==> src/mb_frame_pkg.sv <==
/*
  constants, types and the crc step for the modbus rtu frame engine.
  assumes a byte-wide serial port (uart) on the same clock outside the engine.
*/
package mb_frame_pkg;
  // ****************************************
  // register map
  // ****************************************
  localparam logic [7:0] OFS_CTRL = 8'h00;
  localparam logic [7:0] OFS_OWN_ADDR = 8'h04;
  localparam logic [7:0] OFS_BIT_DIV = 8'h08;
  localparam logic [7:0] OFS_EOF_EXTRA = 8'h0c;
  localparam logic [7:0] OFS_RSP_TIMEOUT = 8'h10;
  localparam logic [7:0] OFS_RETRIES = 8'h14;
  localparam logic [7:0] OFS_REQ_ADDR = 8'h18;
  localparam logic [7:0] OFS_REQ_FC = 8'h1c;
  localparam logic [7:0] OFS_REQ_START = 8'h20;
  localparam logic [7:0] OFS_REQ_QTY = 8'h24;
  localparam logic [7:0] OFS_FILL = 8'h28;
  localparam logic [7:0] OFS_STATUS = 8'h2c;
  localparam logic [7:0] OFS_LAST_REQ = 8'h30;
  localparam logic [7:0] OFS_EVENT_CNT = 8'h34;
  localparam int CTRL_MASTER = 0;
  localparam int CTRL_EXT = 1;
  localparam int CTRL_START = 2;
  localparam int STAT_BUSY = 0;
  localparam int STAT_DONE = 1;
  localparam int STAT_ERR = 2;
  localparam int STAT_NEW = 3;
  localparam logic [15:0] BIT_DIV_RST = 16'h01b2;
  localparam logic [15:0] RSP_TIMEOUT_RST = 16'h2710;
  localparam logic [3:0] RETRIES_RST = 4'h2;
  // ****************************************
  // protocol constants
  // ****************************************
  localparam logic [8:0] EOF_BASE_BITS = 9'h023;
  localparam logic [15:0] CRC_INIT = 16'hffff;
  localparam logic [15:0] CRC_POLY_REFL = 16'ha001;
  localparam logic [7:0] FC_RD_COILS = 8'h01, FC_RD_INPUTS = 8'h02, FC_RD_HOLD = 8'h03, FC_RD_INREG = 8'h04;
  localparam logic [7:0] FC_WR_COIL = 8'h05, FC_WR_REG = 8'h06, FC_DIAG = 8'h08, FC_EVT_CNT = 8'h0b;
  localparam logic [7:0] FC_EVT_LOG = 8'h0c, FC_WR_COILS = 8'h0f, FC_WR_REGS = 8'h10;
  localparam logic [7:0] FC_EXC_FLAG = 8'h80;
  localparam logic [7:0] EXC_ILL_FUNC = 8'h01, EXC_ILL_ADDR = 8'h02, EXC_ILL_VALUE = 8'h03;
  localparam logic [7:0] EXC_DEV_FAIL = 8'h04, EXC_ACK = 8'h05, EXC_BUSY = 8'h06, EXC_NAK = 8'h07;
  localparam logic [7:0] EXC_NONE = 8'h00;
  localparam logic [15:0] DIAG_CLR_CNT = 16'h000a;
  localparam logic [15:0] MAX_RD_BITS = 16'h07d0, MAX_RD_WORDS = 16'h007d, MAX_RD_WORDS_EXT = 16'h007c;
  localparam logic [15:0] MAX_WR_BITS = 16'h07b0, MAX_WR_WORDS = 16'h007b;
  localparam logic [15:0] COIL_ON = 16'hff00;

  typedef enum logic [1:0] {
    ST_IDLE = 2'b00,
    ST_SEND = 2'b01,
    ST_WAIT = 2'b10
  } st_t;

  // one byte through the reflected crc, lsb first
  function automatic logic [15:0] crc_step(input logic [15:0] c, input logic [7:0] b);
    logic [15:0] r;
    r = c ^ {8'h00, b};
    for (int i = 0; i < 8; i++) begin
      r = r[0] ? ((r >> 1) ^ CRC_POLY_REFL) : (r >> 1);
    end
    return r;
  endfunction

  // quantity limits per function code
  function automatic logic qty_ok(input logic [7:0] fc, input logic [15:0] qty, input logic ext);
    logic ok;
    ok = 1'b1;
    case (fc)
      FC_RD_COILS, FC_RD_INPUTS: ok = (qty != 16'h0000) && (qty <= MAX_RD_BITS);
      FC_RD_HOLD, FC_RD_INREG: ok = (qty != 16'h0000) && (qty <= (ext ? MAX_RD_WORDS_EXT : MAX_RD_WORDS));
      FC_WR_COIL: ok = (qty == COIL_ON) || (qty == 16'h0000);
      FC_WR_COILS: ok = (qty != 16'h0000) && (qty <= MAX_WR_BITS);
      FC_WR_REGS: ok = (qty != 16'h0000) && (qty <= MAX_WR_WORDS);
      default: ok = 1'b1;
    endcase
    return ok;
  endfunction
endpackage

==> src/modbus_rtu_frame_engine.sv <==
/*
  modbus rtu frame engine: master request/response with retries, slave answer with exceptions.
  assumes a uart on clk_i that hands in received bytes as one-cycle pulses and takes bytes by valid/ready.
*/
`timescale 1ns/1ns
module modbus_rtu_frame_engine (
  input wire logic clk_i,
  input wire logic rst_i,
  input wire logic [7:0] addr_i,
  input wire logic [31:0] wdata_i,
  input wire logic wr_i,
  input wire logic rd_i,
  output logic [31:0] rdata_o,
  input wire logic [7:0] rx_data_i,
  input wire logic rx_valid_i,
  output logic [7:0] tx_data_o,
  output logic tx_valid_o,
  input wire logic tx_ready_i
);
  // ****************************************
  // state
  // ****************************************
  typedef struct packed {
    mb_frame_pkg::st_t st;
    logic master;
    logic ext;
    logic [15:0] own;
    logic [15:0] div;
    logic [7:0] extra;
    logic [15:0] tmo;
    logic [3:0] retries;
    logic [15:0] req_addr;
    logic [7:0] req_fc;
    logic [15:0] req_start;
    logic [15:0] req_qty;
    logic [7:0] fill;
    logic done;
    logic err;
    logic new_req;
    logic [7:0] exc;
    logic [7:0] last_fc;
    logic [15:0] last_start;
    logic [15:0] evcnt;
    logic [3:0] tries;
    logic [15:0] bit_cnt;
    logic [8:0] sil;
    logic [15:0] wait_cnt;
    logic [8:0] rx_cnt;
    logic [7:0][7:0] rbuf;
    logic [15:0] rcrc;
    logic [7:0][7:0] tbuf;
    logic [3:0] tlen;
    logic [7:0] tfill;
    logic [8:0] tidx;
    logic [15:0] tcrc;
    logic [31:0] rdata;
  } state_t;

  state_t q;
  state_t next_q;

  logic [2:0] hl;
  logic [15:0] rx_adr;
  logic [7:0] rx_fc;
  logic [15:0] rx_start;
  logic [15:0] rx_qty;
  logic [8:0] sil_lim;
  logic tick;
  logic eof;
  logic good;
  logic [7:0] tx_byte;
  logic [8:0] fill_end;

  // ****************************************
  // frame fields and timing
  // ****************************************
  always_comb begin
    hl = q.ext ? 3'h2 : 3'h1;
    rx_adr = q.ext ? {q.rbuf[0], q.rbuf[1]} : {8'h00, q.rbuf[0]};
    rx_fc = q.rbuf[hl];
    rx_start = {q.rbuf[3'(hl + 3'h1)], q.rbuf[3'(hl + 3'h2)]};
    rx_qty = {q.rbuf[3'(hl + 3'h3)], q.rbuf[3'(hl + 3'h4)]};
    sil_lim = mb_frame_pkg::EOF_BASE_BITS + {1'b0, q.extra};
    tick = (q.bit_cnt + 16'h0001 >= q.div);
    eof = (q.rx_cnt != 9'h000) && (q.sil >= sil_lim);
    // residue over data and crc is zero when the check matches
    good = eof && (q.rcrc == 16'h0000) && (q.rx_cnt >= 9'({6'h00, hl} + 9'h003));
    fill_end = {5'h00, q.tlen} + {1'b0, q.tfill};
    if (q.tidx < {5'h00, q.tlen}) begin
      tx_byte = q.tbuf[q.tidx[2:0]];
    end else if (q.tidx < fill_end) begin
      tx_byte = q.fill;
    end else if (q.tidx == fill_end) begin
      tx_byte = q.tcrc[7:0];
    end else begin
      tx_byte = q.tcrc[15:8];
    end
  end

  assign tx_valid_o = (q.st == mb_frame_pkg::ST_SEND);
  assign tx_data_o = tx_byte;
  assign rdata_o = q.rdata;

  // ****************************************
  // next state
  // ****************************************
  always_comb begin
    logic c_go;
    logic [15:0] c_adr;
    logic [7:0] c_fc;
    logic [15:0] c_a;
    logic [15:0] c_b;
    logic [2:0] c_kind;
    logic [7:0] c_cnt;
    logic [7:0] exc;
    logic bc;
    logic wr_fc;
    logic [2:0] p;
    c_go = 1'b0;
    c_adr = 16'h0000;
    c_fc = 8'h00;
    c_a = 16'h0000;
    c_b = 16'h0000;
    c_kind = 3'h0;
    c_cnt = 8'h00;
    exc = mb_frame_pkg::EXC_NONE;
    bc = 1'b0;
    wr_fc = 1'b0;
    p = 3'h0;
    next_q = q;
    next_q.bit_cnt = tick ? 16'h0000 : q.bit_cnt + 16'h0001;

    // register port
    if (rd_i) begin
      case (addr_i)
        mb_frame_pkg::OFS_CTRL: next_q.rdata = {30'h0, q.ext, q.master};
        mb_frame_pkg::OFS_OWN_ADDR: next_q.rdata = {16'h0, q.own};
        mb_frame_pkg::OFS_BIT_DIV: next_q.rdata = {16'h0, q.div};
        mb_frame_pkg::OFS_EOF_EXTRA: next_q.rdata = {24'h0, q.extra};
        mb_frame_pkg::OFS_RSP_TIMEOUT: next_q.rdata = {16'h0, q.tmo};
        mb_frame_pkg::OFS_RETRIES: next_q.rdata = {28'h0, q.retries};
        mb_frame_pkg::OFS_REQ_ADDR: next_q.rdata = {16'h0, q.req_addr};
        mb_frame_pkg::OFS_REQ_FC: next_q.rdata = {24'h0, q.req_fc};
        mb_frame_pkg::OFS_REQ_START: next_q.rdata = {16'h0, q.req_start};
        mb_frame_pkg::OFS_REQ_QTY: next_q.rdata = {16'h0, q.req_qty};
        mb_frame_pkg::OFS_FILL: next_q.rdata = {24'h0, q.fill};
        mb_frame_pkg::OFS_STATUS: next_q.rdata = {16'h0, q.exc, 4'h0, q.new_req, q.err, q.done, q.st != mb_frame_pkg::ST_IDLE};
        mb_frame_pkg::OFS_LAST_REQ: next_q.rdata = {8'h0, q.last_fc, q.last_start};
        mb_frame_pkg::OFS_EVENT_CNT: next_q.rdata = {16'h0, q.evcnt};
        default: next_q.rdata = 32'h0000_0000;
      endcase
    end
    if (wr_i) begin
      case (addr_i)
        mb_frame_pkg::OFS_CTRL: begin
          if (q.st == mb_frame_pkg::ST_IDLE) begin
            next_q.master = wdata_i[mb_frame_pkg::CTRL_MASTER];
            next_q.ext = wdata_i[mb_frame_pkg::CTRL_EXT];
          end
        end
        mb_frame_pkg::OFS_OWN_ADDR: next_q.own = wdata_i[15:0];
        mb_frame_pkg::OFS_BIT_DIV: next_q.div = wdata_i[15:0];
        mb_frame_pkg::OFS_EOF_EXTRA: next_q.extra = wdata_i[7:0];
        mb_frame_pkg::OFS_RSP_TIMEOUT: next_q.tmo = wdata_i[15:0];
        mb_frame_pkg::OFS_RETRIES: next_q.retries = wdata_i[3:0];
        mb_frame_pkg::OFS_REQ_ADDR: next_q.req_addr = wdata_i[15:0];
        mb_frame_pkg::OFS_REQ_FC: next_q.req_fc = wdata_i[7:0];
        mb_frame_pkg::OFS_REQ_START: next_q.req_start = wdata_i[15:0];
        mb_frame_pkg::OFS_REQ_QTY: next_q.req_qty = wdata_i[15:0];
        mb_frame_pkg::OFS_FILL: next_q.fill = wdata_i[7:0];
        mb_frame_pkg::OFS_STATUS: begin
          // write one to clear; hardware sets below win
          if (wdata_i[mb_frame_pkg::STAT_DONE]) next_q.done = 1'b0;
          if (wdata_i[mb_frame_pkg::STAT_ERR]) next_q.err = 1'b0;
          if (wdata_i[mb_frame_pkg::STAT_NEW]) next_q.new_req = 1'b0;
        end
        default: ;
      endcase
    end

    // silence timer
    if (tick && q.rx_cnt != 9'h000 && q.sil < sil_lim) begin
      next_q.sil = q.sil + 9'h001;
    end
    if (eof) begin
      next_q.rx_cnt = 9'h000;
      next_q.sil = 9'h000;
    end

    case (q.st)
      mb_frame_pkg::ST_IDLE: begin
        // master start
        if (wr_i && addr_i == mb_frame_pkg::OFS_CTRL && wdata_i[mb_frame_pkg::CTRL_START] && q.master) begin
          bc = (q.req_addr == 16'h0000);
          wr_fc = (q.req_fc == mb_frame_pkg::FC_WR_COIL) || (q.req_fc == mb_frame_pkg::FC_WR_REG) ||
                  (q.req_fc == mb_frame_pkg::FC_WR_COILS) || (q.req_fc == mb_frame_pkg::FC_WR_REGS);
          case (q.req_fc)
            mb_frame_pkg::FC_RD_COILS, mb_frame_pkg::FC_RD_INPUTS, mb_frame_pkg::FC_RD_HOLD, mb_frame_pkg::FC_RD_INREG,
            mb_frame_pkg::FC_WR_COIL, mb_frame_pkg::FC_WR_REG, mb_frame_pkg::FC_DIAG: c_kind = 3'h1;
            mb_frame_pkg::FC_EVT_CNT, mb_frame_pkg::FC_EVT_LOG: c_kind = 3'h0;
            mb_frame_pkg::FC_WR_COILS, mb_frame_pkg::FC_WR_REGS: c_kind = 3'h2;
            default: exc = mb_frame_pkg::EXC_ILL_FUNC;
          endcase
          if ((bc && !wr_fc) || (q.ext && q.req_addr == 16'h0000 && !wr_fc)) begin
            exc = mb_frame_pkg::EXC_ILL_FUNC;
          end
          if (!mb_frame_pkg::qty_ok(q.req_fc, q.req_qty, q.ext)) begin
            exc = mb_frame_pkg::EXC_ILL_VALUE;
          end
          next_q.done = 1'b0;
          next_q.err = 1'b0;
          next_q.tries = 4'h0;
          if (exc != mb_frame_pkg::EXC_NONE) begin
            next_q.done = 1'b1;
            next_q.err = 1'b1;
            next_q.exc = exc;
          end else begin
            next_q.exc = mb_frame_pkg::EXC_NONE;
            c_go = 1'b1;
            c_adr = q.req_addr;
            c_fc = q.req_fc;
            c_a = q.req_start;
            c_b = q.req_qty;
          end
        end else if (good && !q.master) begin
          // slave evaluation after silence
          bc = (rx_adr == 16'h0000);
          wr_fc = (rx_fc == mb_frame_pkg::FC_WR_COIL) || (rx_fc == mb_frame_pkg::FC_WR_REG) ||
                  (rx_fc == mb_frame_pkg::FC_WR_COILS) || (rx_fc == mb_frame_pkg::FC_WR_REGS);
          case (rx_fc)
            mb_frame_pkg::FC_RD_COILS, mb_frame_pkg::FC_RD_INPUTS: begin
              c_kind = 3'h3;
              c_cnt = 8'((rx_qty + 16'h0007) >> 3);
            end
            mb_frame_pkg::FC_RD_HOLD, mb_frame_pkg::FC_RD_INREG: begin
              c_kind = 3'h3;
              c_cnt = 8'(rx_qty << 1);
            end
            mb_frame_pkg::FC_WR_COIL, mb_frame_pkg::FC_WR_REG, mb_frame_pkg::FC_WR_COILS,
            mb_frame_pkg::FC_WR_REGS, mb_frame_pkg::FC_DIAG: c_kind = 3'h1;
            default: exc = mb_frame_pkg::EXC_ILL_FUNC;
          endcase
          if (exc == mb_frame_pkg::EXC_NONE && !mb_frame_pkg::qty_ok(rx_fc, rx_qty, q.ext)) begin
            exc = mb_frame_pkg::EXC_ILL_VALUE;
          end
          if ((rx_adr == q.own && rx_adr != 16'h0000) || (bc && wr_fc)) begin
            next_q.last_fc = rx_fc;
            next_q.last_start = rx_start;
            if (exc == mb_frame_pkg::EXC_NONE) begin
              next_q.new_req = 1'b1;
              next_q.evcnt = q.evcnt + 16'h0001;
              if (rx_fc == mb_frame_pkg::FC_DIAG && rx_start == mb_frame_pkg::DIAG_CLR_CNT) begin
                next_q.evcnt = 16'h0000;
              end
            end else begin
              c_kind = 3'h4;
            end
            c_go = !bc;
            c_adr = rx_adr;
            c_fc = rx_fc;
            c_a = rx_start;
            c_b = rx_qty;
          end
        end
      end
      mb_frame_pkg::ST_SEND: begin
        if (tx_ready_i) begin
          if (q.tidx < fill_end) begin
            next_q.tcrc = mb_frame_pkg::crc_step(q.tcrc, tx_byte);
          end
          next_q.tidx = q.tidx + 9'h001;
          if (q.tidx == fill_end + 9'h001) begin
            next_q.tidx = 9'h000;
            next_q.rx_cnt = 9'h000;
            next_q.sil = 9'h000;
            next_q.wait_cnt = 16'h0000;
            if (!q.master) begin
              next_q.st = mb_frame_pkg::ST_IDLE;
            end else if (q.req_addr == 16'h0000) begin
              next_q.st = mb_frame_pkg::ST_IDLE;
              next_q.done = 1'b1;
            end else begin
              next_q.st = mb_frame_pkg::ST_WAIT;
            end
          end
        end
      end
      mb_frame_pkg::ST_WAIT: begin
        if (tick && q.rx_cnt == 9'h000) begin
          next_q.wait_cnt = q.wait_cnt + 16'h0001;
        end
        if (good && rx_adr == q.req_addr && (rx_fc & ~mb_frame_pkg::FC_EXC_FLAG) == q.req_fc) begin
          next_q.st = mb_frame_pkg::ST_IDLE;
          next_q.done = 1'b1;
          if (rx_fc[7]) begin
            next_q.err = 1'b1;
            next_q.exc = q.rbuf[3'(hl + 3'h1)];
          end
        end else if (q.rx_cnt == 9'h000 && q.wait_cnt >= q.tmo) begin
          if (q.tries < q.retries) begin
            next_q.tries = q.tries + 4'h1;
            next_q.st = mb_frame_pkg::ST_SEND;
            next_q.tcrc = mb_frame_pkg::CRC_INIT;
          end else begin
            next_q.st = mb_frame_pkg::ST_IDLE;
            next_q.done = 1'b1;
            next_q.err = 1'b1;
          end
        end
      end
      default: next_q.st = mb_frame_pkg::ST_IDLE;
    endcase

    // frame composition
    if (c_go) begin
      if (q.ext) begin
        next_q.tbuf[0] = c_adr[15:8];
        next_q.tbuf[1] = c_adr[7:0];
      end else begin
        next_q.tbuf[0] = c_adr[7:0];
      end
      p = hl;
      next_q.tbuf[p] = c_fc;
      next_q.tfill = 8'h00;
      next_q.tlen = {1'b0, hl} + 4'h1;
      case (c_kind)
        3'h1, 3'h2: begin
          next_q.tbuf[3'(p + 3'h1)] = c_a[15:8];
          next_q.tbuf[3'(p + 3'h2)] = c_a[7:0];
          next_q.tbuf[3'(p + 3'h3)] = c_b[15:8];
          next_q.tbuf[3'(p + 3'h4)] = c_b[7:0];
          next_q.tlen = {1'b0, hl} + 4'h5;
          if (c_kind == 3'h2) begin
            c_cnt = (c_fc == mb_frame_pkg::FC_WR_COILS) ? 8'((c_b + 16'h0007) >> 3) : 8'(c_b << 1);
            next_q.tbuf[3'(p + 3'h5)] = c_cnt;
            next_q.tfill = c_cnt;
            next_q.tlen = {1'b0, hl} + 4'h6;
          end
        end
        3'h3: begin
          next_q.tbuf[3'(p + 3'h1)] = c_cnt;
          next_q.tfill = c_cnt;
          next_q.tlen = {1'b0, hl} + 4'h2;
        end
        3'h4: begin
          next_q.tbuf[p] = c_fc | mb_frame_pkg::FC_EXC_FLAG;
          next_q.tbuf[3'(p + 3'h1)] = exc;
          next_q.tlen = {1'b0, hl} + 4'h2;
        end
        default: ;
      endcase
      next_q.tidx = 9'h000;
      next_q.tcrc = mb_frame_pkg::CRC_INIT;
      next_q.st = mb_frame_pkg::ST_SEND;
    end

    // byte capture, ignored while sending (half duplex)
    if (rx_valid_i && q.st != mb_frame_pkg::ST_SEND && next_q.st != mb_frame_pkg::ST_SEND) begin
      if (next_q.rx_cnt < 9'h008) begin
        next_q.rbuf[next_q.rx_cnt[2:0]] = rx_data_i;
      end
      next_q.rcrc = mb_frame_pkg::crc_step((next_q.rx_cnt == 9'h000) ? mb_frame_pkg::CRC_INIT : q.rcrc, rx_data_i);
      if (next_q.rx_cnt != 9'h1ff) begin
        next_q.rx_cnt = next_q.rx_cnt + 9'h001;
      end
      next_q.sil = 9'h000;
    end
  end

  // ****************************************
  // registers
  // ****************************************
  always_ff @(posedge clk_i) begin
    if (rst_i) begin
      q <= '0;
      q.st <= mb_frame_pkg::ST_IDLE;
      q.div <= mb_frame_pkg::BIT_DIV_RST;
      q.tmo <= mb_frame_pkg::RSP_TIMEOUT_RST;
      q.retries <= mb_frame_pkg::RETRIES_RST;
      q.rcrc <= mb_frame_pkg::CRC_INIT;
      q.tcrc <= mb_frame_pkg::CRC_INIT;
    end else begin
      q <= next_q;
    end
  end
endmodule // modbus_rtu_frame_engine

==> config.mk <==
export PLATFORM = sky130hd
export DESIGN_NAME = modbus_rtu_frame_engine
export DESIGN_NICKNAME = d
export VERILOG_FILES = /design/src/mb_frame_pkg.sv /design/src/modbus_rtu_frame_engine.sv
export SDC_FILE = /design/constraint.sdc
export NUM_CORES = 1
export LEC_CHECK = 0
export BUFFER_PORTS_ARGS = -buffer_cell sky130_fd_sc_hd__buf_2
export CAP_MARGIN = 20
export CORE_ASPECT_RATIO = 1.25
export CORE_MARGIN = 5
export CORE_UTILIZATION = 40
export CTS_BUF_LIST = sky130_fd_sc_hd__clkbuf_4
export DETAILED_ROUTE_END_ITERATION = 8
export GPL_TIMING_DRIVEN = 1
export PLACE_DENSITY = 0.56
export RECOVER_POWER = 25
export SETUP_SLACK_MARGIN = 0.15
export SLEW_MARGIN = 20
export SYNTH_ARGS = -nofsm -noshare
export SYNTH_HDL_FRONTEND = slang
export SYNTH_SLANG_ARGS = --single-unit
export TNS_END_PERCENT = 100
==> constraint.sdc <==
create_clock -name clk_i -period 4.2 [get_ports clk_i]
set_input_delay 0.63 -clock clk_i [delete_from_list [all_inputs] [get_ports clk_i]]
set_output_delay 0.63 -clock clk_i [all_outputs]
set_load 0.1 [all_outputs]
==> metrics.md, run 1 <==
| Metric | Value |
|---|---|
| Max Fanout on Critical Path | `6` |
| RSZ-0062 raised after global routing | `yes` |
| Max Root-Sink Buffers | `3` |
| Maximum clock frequency | `208.7 MHz` |
| Post-synth EDFFs | `0` |
| Largest net degree at the start of global routing | `95` |
| Cell chosen for the clock root | `clkbuf_4` |
| Number of port buffers | `70` |
| CTS Buf Count | `116` |
| Syn. warnings | `0` |
| Fraction of registers with async set/reset | `0%` |
| Placed insts | `4,250` |
| ANT nets after route | `0` |
| Die ar. | `69,730 um2` |
| Row count | `104` |
| Final Util | `51.27%` |
| Worst hold stages | `3` |
| Via count | `27,390` |
| PD cells | `270.6 nW/um2` |
| Seq. cell area | `8625 um2` |
| Die Y | `294.0 um` |
| Drc violations | `7` |
| Post-DP HPWL | `91,140 um` |
| Iter 0 DRT Violations | `2,505` |
| Vias/cell | `6.045` |
| Post-layout instance area | `32,890 um2` |
| Crit path required time | `3.57 ns` |
| Max-cap violation count | `0` |
| Hold slack | `0.07305 ns` |
| Final net count | `3,727` |
| Total wire length | `121,000 um` |
| Post-DP Area | `29,410 um2` |
| Filler cells | `6,187` |
| Clock Sinks | `430` |
| Boundary pin count | `95` |
| Slew margin rel. | `16.15%` |
| Htree depth | `3` |
| # setup viols final | `15` |
| GRT Resource Usage Total | `32.89%` |
| Setup crit start kind | `flop` |
| Hold Violations, Final | `0` |
| Main synth FF type | `dfxtp_1` |
| Clock Skew | `0.09688 ns` |
| Worst r2r path cells | `21` |
| Drt pass-1 iters | `9` |
| Slew of the pin with the lowest slew margin | `1.258 ns` |
| CP startpoint | `q[57]` |
| RePlAce Congestion | `1.033` |
| Syn avg cell area | `8.018 um2` |
| Worst Path Arrival | `4.16 ns` |
| Core Area | `64,150 um2` |
| Hold Startpoint | `wdata_i[9]` |
| Synthesized area | `25,810 um2` |
| Initial antenna violation count | `1` |
| Crit. End Element | `output pin` |
| #FFs+latches synth | `430` |
| Worst Hold Class | `in -> reg` |
| Cells after synthesis | `3,219` |
| Grt ovf | `0` |
| Failing checks | `DRC, setup timing` |
| Final Max Slew Viols | `0` |
| Sequential share of the synthesized area | `33.35%` |
| Final worst-path cycle share | `114.1%` |
| Routed len/inst | `26.70 um` |
| Period minus WS final | `4.791 ns` |
| Number of global-route vias before repair | `26,520` |
| Worst R2R Start | `q[57]` |
| Maximum vdd ir drop | `0.2331 mV` |
| Clk_lat worst skew | `0.94 ns` |
| Most frequent cells in the layout | `dfxtp_1 (419), nand2_1 (397), buf_4 (360), nor2_1 (299), a21oi_1 (259)` |
| Die W | `237.2 um` |
| Clock transition at path regs | `0.07 ns` |
| Fraction of layout cells with a size suffix above 1 | `27.16%` |
| Worst setup path class | `reg -> out` |
| CTS tree | `done` |
| Finished Layout Cells | `4,531` |
| Area delta synth->final | `27.44%` |
| Leakage | `12.66 nW` |
| Synth cell types | `111` |
| Fin worst setup slack | `-0.5911 ns` |
| Starting Density | `40.23%` |
| First-pass GRT wire length | `173,800 um` |
| Status | `finished with violations` |
| Commonest non-fill, non-tap cell in the layout | `dfxtp_1` |
| Area of the multi-input gates | `17,260 um2` |
==> critical path, stage by stage (launching register included) <==
cell and delay [ns]:
dfxtp_2 0.36, ha_4 0.15, inv_2 0.03, fa_2 0.33
nand2b_4 0.17, a211oi_4 0.23, xnor2_2 0.17, ha_1 0.27
and3_4 0.15, a221o_1 0.37, or2_4 0.28, buf_6 0.15
a21oi_2 0.13, a21oi_2 0.07, buf_4 0.15, clkinvlp_4 0.07
buf_12 0.16
==> worst paths after layout <==
| check | endpoint | slack, ns |
|---|---|---|
| max | tx_data_o[0] | -0.59 |
| min | q[351] | 0.07 |
| max reg2reg | q[32] | -0.23 |
| min reg2reg | flop | 0.44 |
==> layer usage <==
metal  wire (um)  vias to the layer above  GRT usage, %
met3        7579                      444         5.090
met4       11540                        0         24.77
met2       57220                     1230         55.64
li1            -                    12450             -
met5           0                        -             0
met1       44630                    13260         37.35
==> cell usage after synthesis, drive strengths merged, types with 27 or more instances <==
cell / n / area share [%]
dfxtp: 430 / 33
nor3: 76 / 1.5
xnor2: 97 / 3.3
nand2: 406 / 5.9
a21oi: 275 / 5.4
and2: 32 / 0.78
buf: 85 / 2.1
a21o: 29 / 0.84
o211ai: 29 / 0.86
mux2i: 121 / 4.8
a22o: 27 / 0.92
inv: 88 / 1.3
a211oi: 45 / 1.4
a221oi: 37 / 1.3
o21ai: 103 / 2.0
mux2: 34 / 1.5
nor4: 48 / 1.2
nor2b: 33 / 0.80
xor2: 56 / 1.9
a31oi: 34 / 0.87
clkbuf: 168 / 2.4
nand4: 40 / 1.0
ha: 73 / 3.5
nand3: 113 / 2.3
and3: 43 / 1.0
nor2: 313 / 4.6
a22oi: 78 / 2.4
==> logic make-up after synthesis <==
| group | share of synthesized area (%) |
|---|---|
| compound gates | 21.61 |
| xor+xnor | 5.633 |
| fa+ha+maj | 3.617 |
| buf+inv | 5.813 |
| flops | 33.35 |
| mux | 7.248 |
| other cells | 0.01453 |
| simple gates | 22.71 |
==> final cells by class <==
cell class	instances	area share [%]
multi-input combinational	2453	52.48
sequential	430	26.22
timing repair buffer	508	12.53
clock buffer	172	3.926
tap	848	3.226
inverter	90	1.061
clock inverter	29	0.5440
antenna	1	0.007608
==> report_power, final <==
group          total (mW)  internal, mW  switching [mW]
sequential           4.17          4.11          0.0604
clock                3.83          1.93            1.90
combinational       0.897         0.327           0.570
==> repair_timing <==
action | 4_1_cts | 5_1_grt
hold endpoints to repair | 16 | 0
gates resized for setup | 100 | 203
pin swaps | 46 | 92
endpoints found under the setup margin | 149 | 213
buffers inserted | 29 | 42
hold buffers | 6 | 0
gates cloned | 1 | 1
==> metrics by stage <==
step	setup TNS [ns]	power, mW	setup slack, ns
2_1_floorplan	-0.5026	4.714	-0.2231
3_3_place_gp	-4.141	5.027	-0.3809
3_5_place_dp	-7.105	5.037	-0.3950
4_1_cts	-5.737	8.916	-0.7067
5_1_grt	-8.322	9.254	-0.7667
6_report	-5.116	8.900	-0.5911
No activity file was read; power rests on OpenSTA's default activity.
==> run 2: changes to the inputs <==
SKIP_CTS_REPAIR_TIMING = 1   (was not set)
==> metrics.md, run 2 (synthesized netlist as in run 1, its figures left out) <==
| Metric | Value |
|---|---|
| Status | `finished with violations (unchanged)` |
| Failing checks | `setup timing (was DRC, setup timing)` |
| Htree depth | `3 (unchanged)` |
| PD cells | `272.0 nW/um2 (was 270.6 nW/um2)` |
| Clock Skew | `0.1030 ns (was 0.09688 ns)` |
| Max Root-Sink Buffers | `3 (unchanged)` |
| Slowest stage cell, crit path | `or4b_4 (was a221o_1)` |
| Iter 0 DRT Violations | `2,502 (was 2,505)` |
| Area of the multi-input gates | `17,140 um2 (was 17,260 um2)` |
| Worst r2r path cells | `22 (was 21)` |
| GRT Resource Usage Total | `32.57% (was 32.89%)` |
| Initial antenna violation count | `1 (unchanged)` |
| Max-cap violation count | `0 (unchanged)` |
| Number of port buffers | `70 (unchanged)` |
| Setup crit start kind | `flop (unchanged)` |
| Cell chosen for the clock root | `clkbuf_4 (unchanged)` |
| Grt peak-use layer | `met2 (unchanged)` |
| Setup_tns | `-7.625 ns (was -5.116 ns)` |
| Hold slack | `0.03067 ns (was 0.07305 ns)` |
| Maximum clock frequency | `204.9 MHz (was 208.7 MHz)` |
| Largest delay share family, worst path | `simple AND/OR/NAND/NOR gates (was compound AO/OA/AOI/OAI gates)` |
| Fraction of layout cells with a size suffix above 1 | `26.62% (was 27.16%)` |
| Crit-path cells | `ha_4 -> a211oi_2 -> or4b_4 -> o2111ai_4 -> inv_2 -> ha_1 -> and3_4 -> a221o_1 -> or2_4 -> buf_8 -> a21oi_4 -> a21oi_2 -> buf_4 -> clkinvlp_4 -> buf_12 (was ha_4 -> inv_2 -> fa_2 -> nand2b_4 -> a211oi_4 -> xnor2_2 -> ha_1 -> and3_4 -> a221o_1 -> or2_4 -> buf_6 -> a21oi_2 -> a21oi_2 -> buf_4 -> clkinvlp_4 -> buf_12)` |
| GR Layer Usage met2 | `54.69% (was 55.64%)` |
| Crit path required time | `3.57 ns (about the same)` |
| Worst setup path class | `reg -> out (unchanged)` |
| CTS tree | `done (unchanged)` |
| Clk_lat worst skew | `0.96 ns (was 0.94 ns)` |
| Clock transition at path regs | `0.07 ns (about the same)` |
| RePlAce Congestion | `1.033 (unchanged)` |
| Worst reg2reg path endpoint | `q[133] (was q[32])` |
| First-pass GRT wire length | `171,900 um (was 173,800 um)` |
| Leakage | `12.53 nW (was 12.66 nW)` |
| Row count | `104 (unchanged)` |
| ANT nets after route | `0 (unchanged)` |
| Largest net degree at the start of global routing | `95 (unchanged)` |
| Slew margin rel. | `15.60% (was 16.15%)` |
| Grt ovf | `0 (unchanged)` |
| Die ar. | `69,730 um2 (unchanged)` |
| Hold path endpoint | `q[352] (was q[351])` |
| Seq. cell area | `8626 um2 (was 8625 um2)` |
| Critical path buffers and inverters | `5 (unchanged)` |
| Final worst-path cycle share | `116.2% (was 114.1%)` |
| Final net count | `3,708 (was 3,727)` |
| Vias/cell | `6.082 (was 6.045)` |
| Filler cells | `6,206 (was 6,187)` |
| Via count | `27,440 (was 27,390)` |
| Hold Violations, Final | `0 (unchanged)` |
| Met3 Use GR | `4.846% (was 5.090%)` |
| Clock Sinks | `430 (unchanged)` |
| Area delta synth->final | `26.45% (was 27.44%)` |
| Grt met1 use | `37.28% (was 37.35%)` |
| Worst R2R Start | `q[57] (unchanged)` |
| RSZ-0062 raised after global routing | `yes (unchanged)` |
| Maximum vdd ir drop | `0.2372 mV (was 0.2331 mV)` |
| Number of global-route vias before repair | `26,220 (was 26,520)` |
| Post-DP HPWL | `91,140 um (unchanged)` |
| Hold Startpoint | `wdata_i[10] (was wdata_i[9])` |
| Period minus WS final | `4.880 ns (was 4.791 ns)` |
| Crit. End Element | `output pin (unchanged)` |
| Drc violations | `0 (was 7)` |
| Most frequent cells in the layout | `dfxtp_1 (420), nand2_1 (398), buf_4 (351), nor2_1 (299), a21oi_1 (257) (was dfxtp_1 (419), nand2_1 (397), buf_4 (360), nor2_1 (299), a21oi_1 (259))` |
| Starting Density | `40.23% (unchanged)` |
| Boundary pin count | `95 (unchanged)` |
| Fin worst setup slack | `-0.6798 ns (was -0.5911 ns)` |
| Commonest non-fill, non-tap cell in the layout | `dfxtp_1 (unchanged)` |
| Flop2flop setup slack | `-0.27 ns (was -0.23 ns)` |
| Final Max Slew Viols | `0 (unchanged)` |
| Worst Path Arrival | `4.25 ns (was 4.16 ns)` |
| Worst hold stages | `3 (unchanged)` |
| Die Y | `294.0 um (unchanged)` |
| Max incr delay on CP | `0.55 ns (was 0.37 ns)` |
| Routed len/inst | `26.74 um (was 26.70 um)` |
| # setup viols final | `41 (was 15)` |
| Worst Hold Class | `in -> reg (unchanged)` |
| Max Fanout on Critical Path | `6 (unchanged)` |
| CTS Buf Count | `116 (unchanged)` |
| Slew of the pin with the lowest slew margin | `1.266 ns (was 1.258 ns)` |
| Total wire length | `120,700 um (was 121,000 um)` |
| Drt pass-1 iters | `6 (was 9)` |
| Die W | `237.2 um (unchanged)` |
| Core Area | `64,150 um2 (unchanged)` |
==> run 2: cell types whose count changed in the layout (fill, tap and decap cells not counted), sizes merged <==
cell,delta
dlygate4sd3,-6
clkbuf,+2
buf,-15
==> run 2: power by group <==
part | internal (mW) | total, mW | switching, mW | leakage, nW
clock network | 1.93 | 3.84 | 1.91 | 0.884
logic | 0.305 | 0.866 | 0.562 | 8.17
registers | 4.11 | 4.17 | 0.0601 | 3.48
total | 6.35 | 8.88 | 2.53 | 12.5
==> run 2: worst max-delay path by stage <==
| stage | startpoint | to | slack, ns | cells after the start |
|---|---|---|---|---|
| after CTS | q[58] | tx_data_o[0] | -1.08 | 15 |
| after floorplan | q[65] | q[32] | -0.22 | 19 |
| after detailed placement | q[58] | q[32] | -0.39 | 18 |
| final | q[58] | tx_data_o[0] | -0.68 | 15 |
| after global placement | q[58] | q[32] | -0.38 | 18 |
| after global routing | q[60] | tx_data_o[0] | -0.81 | 15 |
==> run 2: cell type report <==
type	count	area share, %
inverters	90	1.062
well taps	848	3.251
diodes	1	0.007668
repair buffers	489	12.22
flip-flops and latches	430	26.43
multi-input cells	2453	52.52
clock inverters	29	0.5483
clock buffers	172	3.957
==> run 2: routing by layer <==
metal	up-vias	share of wire [%]
met5	-	0
met4	0	9.4
met3	436	6.2
met2	1226	47
met1	13380	37
li1	12400	-
==> run 2: through the flow <==
| step | setup WS (ns) | instance area, um2 | std cells | utilization [%] | power [mW] |
|---|---|---|---|---|---|
| after floorplan | -0.2231 | 26210 | 3226 | - | 4.714 |
| after global placement | -0.3809 | 29410 | 4250 | 45.84 | 5.027 |
| after detailed placement | -0.3950 | 29410 | 4250 | 45.84 | 5.037 |
| after CTS | -1.084 | 30880 | 4451 | 48.14 | 8.873 |
| after global routing | -0.8143 | 32640 | 4512 | 50.87 | 9.223 |
| final | -0.6798 | 32640 | 4512 | 50.87 | 8.876 |
==> run 2: tightest hold or removal path: cells and delay by family <==
kind | cells | cell delay, ns
AO/OA/AOI/OAI | 1 | 0.05
AND/OR/NAND/NOR | 1 | 0.08
buffers and inverters | 1 | 0.17
